File: config.mk
export PLATFORM = sky130hd
export DESIGN_NAME = hbgc_top
export DESIGN_NICKNAME = d
export VERILOG_FILES = /design/src/hbgc_pkg.sv /design/src/hbgc_top.sv
export SDC_FILE = /design/constraint.sdc
export NUM_CORES = 1
export LEC_CHECK = 0
export ABC_AREA = 1
export BUFFER_PORTS_ARGS = -buffer_cell sky130_fd_sc_hd__buf_2
export CORE_MARGIN = 2
export CORE_UTILIZATION = 45
export CTS_CLUSTER_DIAMETER = 150
export DETAILED_ROUTE_END_ITERATION = 7
export PLACE_DENSITY = 0.62
export SLEW_MARGIN = 20
export SYNTH_ARGS = -nofsm -noshare
export SYNTH_HDL_FRONTEND = slang
export SYNTH_SLANG_ARGS = --single-unit
File: constraint.sdc
create_clock -name mclk_i -period 5.4 [get_ports mclk_i]
set_clock_uncertainty 0.15 [all_clocks]
set_input_delay 0.54 -clock mclk_i [delete_from_list [all_inputs] [get_ports mclk_i]]
set_output_delay 0.54 -clock mclk_i [all_outputs]
set_load 0.01 [all_outputs]
File: src/hbgc_pkg.sv
/*
  hbgc_pkg: constants and types shared by the half-bridge gate control.
  assumes a 40 MHz device clock and four half-bridges.
*/
`default_nettype none
package hbgc_pkg;

  // ==========================================================
  // geometry and clock
  localparam int NUM_HB        = 4;
  localparam int CLK_PERIOD_NS = 25;
  localparam int CNT_W         = 16;
  localparam int PIN_W         = 18;

  // ==========================================================
  // timing (ns) and derived cycle counts
  localparam int CMD_DELAY_MAX_NS  = 3000;
  localparam int CMD_DELAY_MAX_CYC = CMD_DELAY_MAX_NS / CLK_PERIOD_NS;
  localparam int T_CCP_NS          = 500;
  localparam int T_CCP_CYC         =
    (T_CCP_NS + CLK_PERIOD_NS - 1) / CLK_PERIOD_NS;
  localparam int T_TURN_ON_NS      = 2000;
  localparam int T_TURN_ON_CYC     =
    (T_TURN_ON_NS + CLK_PERIOD_NS - 1) / CLK_PERIOD_NS;

  // ==========================================================
  // mode encoding and current codes
  localparam logic [1:0] MODE_OFF       = 2'h0;
  localparam logic [1:0] MODE_LS        = 2'h1;
  localparam logic [1:0] MODE_HS        = 2'h2;
  localparam logic [1:0] MODE_RSV       = 2'h3;
  localparam logic [3:0] HOLD_LOW_CODE  = 4'h4;
  localparam logic [3:0] HOLD_HIGH_CODE = 4'h6;
  localparam logic [4:0] HARD_OFF_CODE  = 5'h1f;

  // ==========================================================
  // reset values
  localparam logic       RST_PASSIVE     = 1'b1;
  localparam logic [1:0] RST_MODE        = 2'h0;
  localparam logic [3:0] RST_STATIC_CODE = 4'h0;

  // ==========================================================
  // types
  typedef enum logic [1:0] {
    ST_OFF    = 2'h0,
    ST_CHARGE = 2'h1,
    ST_HOLD   = 2'h3,
    ST_CCP    = 2'h2
  } hbgc_state_t;

  // on=1 sources the step in code, on=0 sinks it
  typedef struct packed {
    logic       on;
    logic [4:0] code;
  } hbgc_gate_t;

  typedef struct packed {
    logic [1:0] mode;
    logic [3:0] code;
  } hbgc_hb_cfg_t;

  typedef struct packed {
    logic vs_ov;
    logic vs_uv;
    logic cp_uv;
    logic ot;
    logic fail_safe;
  } hbgc_fault_t;

endpackage : hbgc_pkg
`default_nettype wire

File: src/hbgc_top.sv
/*
  hbgc_top: control logic for eight gate drivers in four half-bridges.
  assumes serial-interface logic on mclk_i presents configuration and
  pulses cfg_commit_i once the chip-select rising edge is synchronised;
  fault, enable and pwm levels arrive as asynchronous pins.

*/
`timescale 1ns/1ps
`default_nettype none
module hbgc_top #(
  parameter int CCP_CYC     = hbgc_pkg::T_CCP_CYC,
  parameter int TURN_ON_CYC = hbgc_pkg::T_TURN_ON_CYC
) (
  input  wire  logic                  mclk_i,        // device clock
  input  wire  logic                  rst_n_i,       // sync reset, low
  input  wire  logic                  ce_i,          // clock enable
  input  wire  logic                  en_i,          // enable pin
  input  wire  hbgc_pkg::hbgc_fault_t fault_i,       // global fault pins
  input  wire  logic [3:0]            vds_ov_i,      // drain-source ov
  input  wire  logic [3:0]            overcurrent_i, // overcurrent
  input  wire  logic [3:0]            pwm_level_i,   // pwm per bridge
  input  wire  logic [3:0]            pwm_mapped_i,  // bridge on pwm
  input  wire  logic                  cfg_commit_i,  // apply config
  input  wire  logic                  passive_select_i, // new select
  input  wire  hbgc_pkg::hbgc_hb_cfg_t [3:0] half_bridge_cfg_i, // cfg
  input  wire  logic                  hold_current_select_i, // hold
  input  wire  logic                  overcurrent_shutdown_enable_i, // oc
  output logic                        active_mode_o, // drivers active
  output logic                        passive_select_o, // committed
  output logic [3:0]                  high_side_switch_o, // hs on
  output logic [3:0]                  low_side_switch_o,  // ls on
  output hbgc_pkg::hbgc_gate_t [3:0]  hs_drive_o,    // hs current
  output hbgc_pkg::hbgc_gate_t [3:0]  ls_drive_o,    // ls current
  output logic [3:0]                  fault_off_o    // latched trip
);
  import hbgc_pkg::*;

  // ==========================================================
  // pin synchroniser: three stages, accept on agreement
  logic [PIN_W-1:0] pin_raw;
  logic [PIN_W-1:0] sync1;
  logic [PIN_W-1:0] sync2;
  logic [PIN_W-1:0] sync3;
  logic [PIN_W-1:0] pin_q;
  logic [PIN_W-1:0] next_pin_q;

  assign pin_raw    = {en_i, fault_i, vds_ov_i, overcurrent_i,
                       pwm_level_i};
  assign next_pin_q = (sync2 & sync3) | (pin_q & (sync2 ^ sync3));

  always_ff @(posedge mclk_i) begin
    if (!rst_n_i) begin
      sync1 <= '0;
      sync2 <= '0;
      sync3 <= '0;
      pin_q <= '0;
    end else if (ce_i) begin
      sync1 <= pin_raw;
      sync2 <= sync1;
      sync3 <= sync2;
      pin_q <= next_pin_q;
    end
  end

  wire              en_s     = pin_q[17];
  hbgc_fault_t      fault_s;
  wire [3:0]        vds_s    = pin_q[11:8];
  wire [3:0]        oc_s     = pin_q[7:4];
  wire [3:0]        pwm_s    = pin_q[3:0];
  assign fault_s = pin_q[16:12];

  // ==========================================================
  // committed configuration
  logic                    pass_q;
  hbgc_hb_cfg_t [3:0]      cfg_q;

  always_ff @(posedge mclk_i) begin
    if (!rst_n_i) begin
      pass_q <= RST_PASSIVE;
      for (int i = 0; i < NUM_HB; i++) begin
        cfg_q[i].mode <= RST_MODE;
        cfg_q[i].code <= RST_STATIC_CODE;
      end
    end else if (ce_i && cfg_commit_i) begin
      pass_q <= passive_select_i;
      cfg_q  <= half_bridge_cfg_i;
    end
  end

  // ==========================================================
  // operating mode decode
  logic [3:0] hb_wants_on;
  logic       any_on_mode;
  logic       active_mode;
  logic       global_fault;
  logic       drive_ok;
  logic [3:0] hold_code;

  for (genvar b = 0; b < NUM_HB; b++) begin : g_mode
    assign hb_wants_on[b] = (cfg_q[b].mode == MODE_LS) ||
                            (cfg_q[b].mode == MODE_HS);
  end

  assign any_on_mode  = |hb_wants_on;
  // parked select overridden by an on mode
  assign active_mode  = en_s && (!pass_q || any_on_mode);
  assign global_fault = fault_s.vs_ov || fault_s.vs_uv ||
                        fault_s.cp_uv || fault_s.ot ||
                        fault_s.fail_safe;
  assign drive_ok     = active_mode && !global_fault;
  assign hold_code    = hold_current_select_i ? HOLD_HIGH_CODE
                                              : HOLD_LOW_CODE;

  always_ff @(posedge mclk_i) begin
    if (!rst_n_i) begin
      active_mode_o    <= 1'b0;
      passive_select_o <= RST_PASSIVE;
    end else if (ce_i) begin
      active_mode_o    <= active_mode;
      passive_select_o <= pass_q;
    end
  end

  // ==========================================================
  // per half-bridge sequencer
  // one sequencer per half-bridge
  for (genvar b = 0; b < NUM_HB; b++) begin : g_hb
    hbgc_state_t      state;
    hbgc_state_t      next_state;
    logic             side_hs;
    logic             next_side_hs;
    logic [CNT_W-1:0] cnt;
    logic [CNT_W-1:0] next_cnt;
    logic             trip;
    logic             trip_set;
    logic             trip_clr;
    logic             want_on;
    logic             want_hs;
    logic             side_change;
    logic             cnt_zero;
    hbgc_gate_t       next_hs;
    hbgc_gate_t       next_ls;
    hbgc_gate_t       static_sink;
    hbgc_gate_t       static_src;
    hbgc_gate_t       hold_sink;
    hbgc_gate_t       hold_src;
    hbgc_gate_t       hard_off;

    assign trip_set = active_mode &&
                      (vds_s[b] ||
                       (oc_s[b] && overcurrent_shutdown_enable_i));
    assign trip_clr = cfg_commit_i && ce_i &&
                      !((half_bridge_cfg_i[b].mode == MODE_LS) ||
                        (half_bridge_cfg_i[b].mode == MODE_HS));

    always_ff @(posedge mclk_i) begin
      if (!rst_n_i) begin
        trip <= 1'b0;
      end else if (ce_i) begin
        trip <= trip_set || (trip && !trip_clr);
      end
    end

    // mode decode, 11 keeps both off
    assign want_on = drive_ok && hb_wants_on[b] && !trip &&
                     !trip_set && (!pwm_mapped_i[b] || pwm_s[b]);
    assign want_hs = (cfg_q[b].mode == MODE_HS);
    assign side_change = (want_hs != side_hs);
    assign cnt_zero    = (cnt == '0);

    // static step from the bridge's code
    assign static_sink = '{on: 1'b0, code: {1'b0, cfg_q[b].code}};
    assign static_src  = '{on: 1'b1, code: {1'b0, cfg_q[b].code}};
    assign hold_sink   = '{on: 1'b0, code: {1'b0, hold_code}};
    assign hold_src    = '{on: 1'b1, code: {1'b0, hold_code}};
    // hard-off sink on the opposite side
    assign hard_off    = '{on: 1'b0, code: HARD_OFF_CODE};

    always_comb begin
      next_state   = state;
      next_side_hs = side_hs;
      next_cnt     = cnt;
      case (state)
        ST_OFF: begin
          if (want_on) begin
            next_state   = ST_CHARGE;
            next_side_hs = want_hs;
            next_cnt     = CNT_W'(TURN_ON_CYC - 1);
          end
        end
        ST_CHARGE: begin
          if (!want_on || side_change) begin
            next_state = ST_CCP;
            next_cnt   = CNT_W'(CCP_CYC - 1);
          end else if (cnt_zero) begin
            next_state = ST_HOLD;
          end else begin
            next_cnt = cnt - 1'b1;
          end
        end
        ST_HOLD: begin
          if (!want_on || side_change) begin
            next_state = ST_CCP;
            next_cnt   = CNT_W'(CCP_CYC - 1);
          end
        end
        ST_CCP: begin
          if (!cnt_zero) begin
            next_cnt = cnt - 1'b1;
          end else if (want_on) begin
            next_state   = ST_CHARGE;
            next_side_hs = want_hs;
            next_cnt     = CNT_W'(TURN_ON_CYC - 1);
          end else begin
            next_state = ST_OFF;
          end
        end
        default: begin
          next_state = ST_OFF;
        end
      endcase
      // passive drivers leave no sequence running
      if (!active_mode) begin
        next_state = ST_OFF;
        next_cnt   = '0;
      end
    end

    // gate currents follow the next state so outputs stay aligned
    always_comb begin
      case (next_state)
        ST_CHARGE: begin
          next_hs = next_side_hs ? static_src : hard_off;
          next_ls = next_side_hs ? hard_off : static_src;
        end
        ST_HOLD: begin
          next_hs = next_side_hs ? hold_src : hold_sink;
          next_ls = next_side_hs ? hold_sink : hold_src;
        end
        ST_CCP: begin
          next_hs = static_sink;
          next_ls = static_sink;
        end
        default: begin
          next_hs = hold_sink;
          next_ls = hold_sink;
        end
      endcase
    end

    always_ff @(posedge mclk_i) begin
      if (!rst_n_i) begin
        state                 <= ST_OFF;
        side_hs               <= 1'b0;
        cnt                   <= '0;
        hs_drive_o[b]         <= '{on: 1'b0, code: {1'b0, HOLD_LOW_CODE}};
        ls_drive_o[b]         <= '{on: 1'b0, code: {1'b0, HOLD_LOW_CODE}};
        high_side_switch_o[b] <= 1'b0;
        low_side_switch_o[b]  <= 1'b0;
        fault_off_o[b]        <= 1'b0;
      end else if (ce_i) begin
        state                 <= next_state;
        side_hs               <= next_side_hs;
        cnt                   <= next_cnt;
        hs_drive_o[b]         <= next_hs;
        ls_drive_o[b]         <= next_ls;
        high_side_switch_o[b] <= next_hs.on;
        low_side_switch_o[b]  <= next_ls.on;
        fault_off_o[b]        <= trip_set || (trip && !trip_clr);
      end
    end
  end

endmodule : hbgc_top
`default_nettype wire

==> results.yml, run 1 <==
final_layout:
  fillers: 2684
  layout-drive-gt1-share_pct: 14.36
  area_delta_synth_final_pct: 13.54
  diodes: 0
  multi_input_area_mm2: 0.006356
  seqCellArea_mm2: 0.004544
  nets: 1884
logic_synthesis:
  yosysSeqAreaShare_pct: 38.27
  yosysTopAreaCellShare_pct: 38.27
  synth_fp_nets: 1815
  async_flop_share_pct: 0
  synth_warnings: 0
  yosys.cell_types.count: 46
  yosys.area.top_type: "dfxtp_1"
  netlist_top_cells_area: "dfxtp_1 (38%), nand2_1 (11%), nor2_1 (7.6%)"
  synthTopCellsByCount: "nand2_1 (361), nor2_1 (240), dfxtp_1 (227)"
  synth_edf_count: 0
  synthFlopType: "dfxtp_1"
  syn_inst: 1736
  avgSynthCellArea_um2: 6.841
  synth_area_mm2: 0.01188
  synth_most_common_cell: "nand2_1"
  synth_seq_cells: 227
routing:
  wl_met1_mm: 15.12
  wl_per_cell_um: 14.51
  dr_total_vias: 11370
  viasPerCell: 5.262
  route.met3.wl_mm: 1.764
  drtPass1Iterations: 7
  dr.first_iter.drc_count: 791
  top_layer_used: "met4"
  wl_met2_mm: 13.68
  drc: 0
  wl_mm: 31.35
  drtAntennaViolNets: 0
clocking:
  cts_setup_buffers: 0
  cts_tree: "built"
  cts_resized: 0
  clock_sinks: 227
  cts_buffer_depth: 3
  path_clk_slew_ps: 60
  postCtsHoldBufs: 0
  cts_root_buf: "clkbuf_16"
  cts_made_buffers: 26
  worstSkewPairLatency_ps: 550
  cts_htree_levels: 1
grt:
  gr-usage-all-layers_pct: 21.92
  antenna_found_initial: 0
  grt_remaining_overflow: 0
  grt_pass1_vias: 10310
  grt_max_degree: 78
  grt_pass1_wl_mm: 51.29
worst_setup_path:
  crit_type: "reg -> reg"
  reg2reg_slack_ps: 2130
  worstPathArrival_ps: 3580
  required_ps: 5720
  critical_path.max_fanout: 12
  endpoint_kind: "flop"
  start_kind: "flop"
place:
  pre_cts_slack_ps: 2188
  dp_hpwl_mm: 21.32
  portBuffers: 114
  place_congestion: 0.8692
die:
  dieWidth_um: 166.4
  num_rows: 59
  start_util_pct: 45.70
  io-pin-count: 115
  dieArea_mm2: 0.02770
  die_h_um: 166.4
  core_area_mm2: 0.02598
status:
  outcome: "completed"
timing:
  worst_slack_ps: 2135
  fin_setup_tns_ps: 0
  setup_viol: 0
  drv_slew: 0
  worst_pin_slew_ps: 998.6
  hold_viol: 0
  min_period_ps: 3265
  final.period_utilization_pct: 60.47
  fmax_ghz: 0.3062
  max-slew-margin-rel_pct: 32.98
  rsz0062_at_grt: "false"
  holdWs_ps: 60.87
job:
  drv_cap: 0
worst_hold_path:
  hold_path_class: "in -> reg"
pwr:
  p_leak_nw: 6.157
  power_density_mw_per_mm2: 293.2
  vdd_drop_max_mv: 0.2994
[worst max-delay path: stages, from the launching register on]
cell and delay (ps):
dfxtp_1 310, inv_1 50, ha_1 330, nand3_1 90, nor2_1 50, nor2_2 540, nand4_1 260, o21ai_1 840
inv_1 170, o21ai_0 190, nand2_1 70, a21oi_1 140
[state kept, by name, summed over array words and instances, names as in the netlist, 4 cells and up]
name / cells
pin_q: 18
ls_drive_o: 24
sync1: 18
fault_off_o: 4
hs_drive_o: 24
sync2: 18
sync3: 18
g_hb.cnt: 64
cfg_q: 24
g_hb.state: 8
g_hb.side_hs: 4
[cell usage in the layout, fill, tap and decap left out, types with 4 or more instances in the layout]
cell type  Yosys  final
a21oi_1      178    178
buf_2         10    112
buf_4         13      8
bufinv_16      0      4
clkbuf_1      51      5
clkbuf_16      0     26
clkbuf_8       0      6
clkinv_2       0      4
dfxtp_1      227    227
ha_1          26     26
inv_1        144    142
inv_2         19     19
nand2_1      361    360
nand2_2       28     29
nand2_4        4      4
nand3_1       85     85
nand3_2        9      9
nand3b_1       4      4
nand4_1       14     14
nor2_1       240    240
nor2_2        11     11
nor2_4         9      9
nor3_1        16     16
o211ai_1       7      7
o21ai_0      169    169
o21ai_1       18     18
o22ai_1        6      6
xnor2_1        9      9
xor2_1        43     43
[metal layers]
metal,track usage (%),up-vias
li1,-,5785
met4,6.372,0
met3,3.279,59
met2,34.89,287
met1,30.92,5235
met5,0,-
[cell type report]
class	instances	share of cell area, %
multi-input combinational	1267	47.14
timing repair buffer	120	4.603
clock buffer	37	5.577
sequential	227	33.70
tap	335	3.109
inverter	163	4.566
clock inverter	11	1.299
[through the flow]
stage / total power [mW] / instance area (um^2) / util [%] / std cells
final: 3.954 / 13480 / 51.89 / 2160
after global routing: 4.105 / 13480 / 51.89 / 2160
after CTS: 3.991 / 13480 / 51.89 / 2160
after detailed placement: 2.092 / 12560 / 48.32 / 2112
after global placement: 2.088 / 12560 / 48.32 / 2112
after floorplan: 1.994 / 11880 / - / 1736
[where the power goes]
part	switching (mW)	total [mW]	internal [mW]
sequential	0.0325	1.76	1.73
clock	0.733	1.90	1.16
combinational	0.202	0.297	0.0946
total	0.968	3.95	2.99
[final timing paths]
check / cells past startpoint / to / startpoint
setup / recovery: 11 / g_hb[1].cnt[14]$_SDFFE_PN0P_ / cfg_q[16]$_SDFFE_PN0P_
hold / removal: 3 / pass_q$_SDFFE_PN1P_ / passive_select_i
setup reg to reg: 11 / g_hb[1].cnt[14]$_SDFFE_PN0P_ / cfg_q[16]$_SDFFE_PN0P_
hold reg to reg: 2 / passive_select_o$_SDFFE_PN1P_ / passive_select_o$_SDFFE_PN1P_
[logic make-up after synthesis]
kind of cell | count (synthesis) | share of synthesized area, %
flip-flops | 227 | 38.27
AO/OA/AOI/OAI | 395 | 17.44
buffers and inverters | 242 | 8.229
adder cells (fa/ha/maj) | 26 | 2.739
XOR/XNOR | 52 | 3.835
AND/OR/NAND/NOR | 794 | 29.49
Power figures use the tool's default switching activity.
==> run 2: changes to the inputs <==
==> constraint.sdc (replaced) <==
create_clock -name mclk_i -period 3.02 [get_ports mclk_i]
set_clock_uncertainty 0.15 [all_clocks]
set_input_delay 0.302 -clock mclk_i [delete_from_list [all_inputs] [get_ports mclk_i]]
set_output_delay 0.302 -clock mclk_i [all_outputs]
set_load 0.01 [all_outputs]
==> run 2 against run 1 <==
  * Critical path depth up 1
  * Die area unchanged
  * Routed wire length up 1.4%
  * Combinational power up 99%
  * Non-clock buffer count up 57
  * Sequential share of layout area down 1.5 points
  * First-iteration DRC count down 2.9%
  * Worst setup slack worse by 1700 ps
  * Cell count up 2.6%
  * Design area up 4.6%
  * Flip-flop and latch count unchanged
==> results.yml, run 2 (synthesis gave the netlist of run 1 again) <==
place:
  placed_cells: 2121
  dp_hpwl_mm: 21.76
  portBuffers: 114
  place_congestion: 0.9299
routing:
  drtAntennaViolNets: 0
  viasPerCell: 5.154
  wl_per_cell_um: 14.33
  drc: 0
  wl_mm: 31.78
  dr_total_vias: 11430
  dr.first_iter.drc_count: 768
  drtPass1Iterations: 5
final_layout:
  area_delta_synth_final_pct: 18.76
  regMostFlops: "g_hb.cnt"
  final_cells: 2217
  most-common-layout-cells: "nand2_1 (360), nor2_1 (240), dfxtp_1 (227), a21oi_1 (178), o21ai_0 (169)"
  diodes: 0
  layout-drive-gt1-share_pct: 14.45
  largest_reg_flops: 64
  fillers: 2569
  nets: 1941
  layout_commonest_cell: "nand2_1"
clocking:
  worstSkewPairLatency_ps: 540
  cts_made_buffers: 26
  cts_buffer_depth: 3
  cts_root_buf: "clkbuf_16"
  cts_resized: 0
  clock_sinks: 227
  cts_tree: "built"
  cts_htree_levels: 1
  path_clk_slew_ps: 60
worst_setup_path:
  critical_path.max_fanout: 6
  start_kind: "flop"
  crit_path_end: "g_hb[1].cnt[14]$_SDFFE_PN0P_"
  crit_chain: "inv_1, ha_1, nand3_1, nor2_1, nor2_2, buf_4, nand4_1, o21ai_1, inv_1, o21ai_0, nand2_1, a21oi_1"
  worstReg2RegEnd: "g_hb[1].cnt[14]$_SDFFE_PN0P_"
  critical_path.max_stage_delay_ps: 530
  crit_family: "compound AO/OA/AOI/OAI gates"
  endpoint_kind: "flop"
  critPathBufInv: 3
  r2r_start: "cfg_q[16]$_SDFFE_PN0P_"
  reg2reg_slack_ps: 450
  critPathLaunch: "cfg_q[16]$_SDFFE_PN0P_"
  required_ps: 3320
  cpMaxStageDelayCell: "o21ai_1"
  crit_cells: 12
  cpMostUsedCell: "inv_1"
  worstPathArrival_ps: 2880
  r2r_cells: 12
  crit_type: "reg -> reg"
die:
  dieArea_mm2: 0.02770
  die_h_um: 166.4
  dieWidth_um: 166.4
  num_rows: 59
  start_util_pct: 45.70
  core_area_mm2: 0.02598
  io-pin-count: 115
timing:
  drv_slew: 0
  fmax_ghz: 0.3884
  setup_viol: 0
  hold_viol: 0
  worst_pin_slew_ps: 843.8
  min_period_ps: 2574
  holdWs_ps: 99.33
  rsz0062_at_grt: "false"
  final.period_utilization_pct: 85.25
  fin_setup_tns_ps: 0
  max-slew-margin-rel_pct: 43.75
grt:
  grt_remaining_overflow: 0
  antenna_found_initial: 0
  gr-usage-all-layers_pct: 22.41
  grt_pass1_vias: 10720
  grt_max_degree: 104
  grt_pass1_wl_mm: 52.78
pwr:
  p_leak_nw: 6.432
  vdd_drop_max_mv: 0.4386
  power_density_mw_per_mm2: 512.7
worst_hold_path:
  hold_path_class: "in -> reg"
job:
  drv_cap: 0
status:
  outcome: "completed"
[run 2: area by class of cell]
type / instances / area [um^2] / area share (%)
Clock buffer: 37 / 773.2 / 5.483
Multi-Input combinational cell: 1267 / 6356 / 45.07
Tap cell: 335 / 419.2 / 2.972
Inverter: 163 / 615.6 / 4.365
Sequential cell: 227 / 4544 / 32.22
Clock inverter: 11 / 188.9 / 1.340
Timing Repair Buffer: 177 / 1206 / 8.552
[run 2: repair_timing]
action	4_1_cts	5_1_grt
hold endpoints to repair	53	0
hold buffers	48	0
buffers inserted	0	0
[run 2: metrics by stage]
step / cell area, um^2 / utilization [%] / setup WS (ps) / total power, mW
finish: 14100 / 54.28 / 445.5 / 7.231
global route: 14100 / 54.28 / 234.9 / 7.522
CTS: 14100 / 54.28 / 495.7 / 7.304
detailed placement: 12660 / 48.72 / 517.1 / 3.750
global placement: 12660 / 48.72 / 562.7 / 3.747
floorplan: 11880 / - / 885.7 / 3.565
[run 2: how the worst min path moves through the flow]
stage               cells after the start                           from  slack [ps]                     endpoint
global route                            5  overcurrent_shutdown_enable_i         100  fault_off_o[1]$_SDFFE_PN0P_
floorplan                               2               passive_select_i         270          pass_q$_SDFFE_PN1P_
CTS                                     5  overcurrent_shutdown_enable_i          80  fault_off_o[1]$_SDFFE_PN0P_
detailed placement                      2    g_hb[2].cnt[1]$_SDFFE_PN0P_         300  g_hb[2].cnt[1]$_SDFFE_PN0P_
finish                                  5  overcurrent_shutdown_enable_i         100  fault_off_o[3]$_SDFFE_PN0P_
global placement                        2    hs_drive_o[14]$_SDFFE_PN1P_         290  hs_drive_o[14]$_SDFFE_PN1P_
[run 2: worst reg2reg max path, stage by stage, from the launching register on]
cell and delay [ps]:
dfxtp_1 300, inv_1 50, ha_1 330, nand3_1 100
nor2_1 50, nor2_2 140, buf_4 180, nand4_1 150
o21ai_1 530, inv_1 140, o21ai_0 190, nand2_1 70
a21oi_1 120
[run 2: report_power, final]
group / internal (mW) / switching (mW) / leakage (nW)
Sequential: 3.09 / 0.0564 / 1.85
Clock: 2.21 / 1.29 / 0.467
Combinational: 0.219 / 0.371 / 4.11
[run 2: routing by layer]
layer / global-route usage (%) / wire, um / vias to the layer above
li1: - / - / 5887
met1: 30.84 / 15150 / 5234
met2: 37.15 / 14440 / 257
met3: 3.066 / 1496 / 48
met4: 5.735 / 693 / 0
met5: 0 / 0 / -
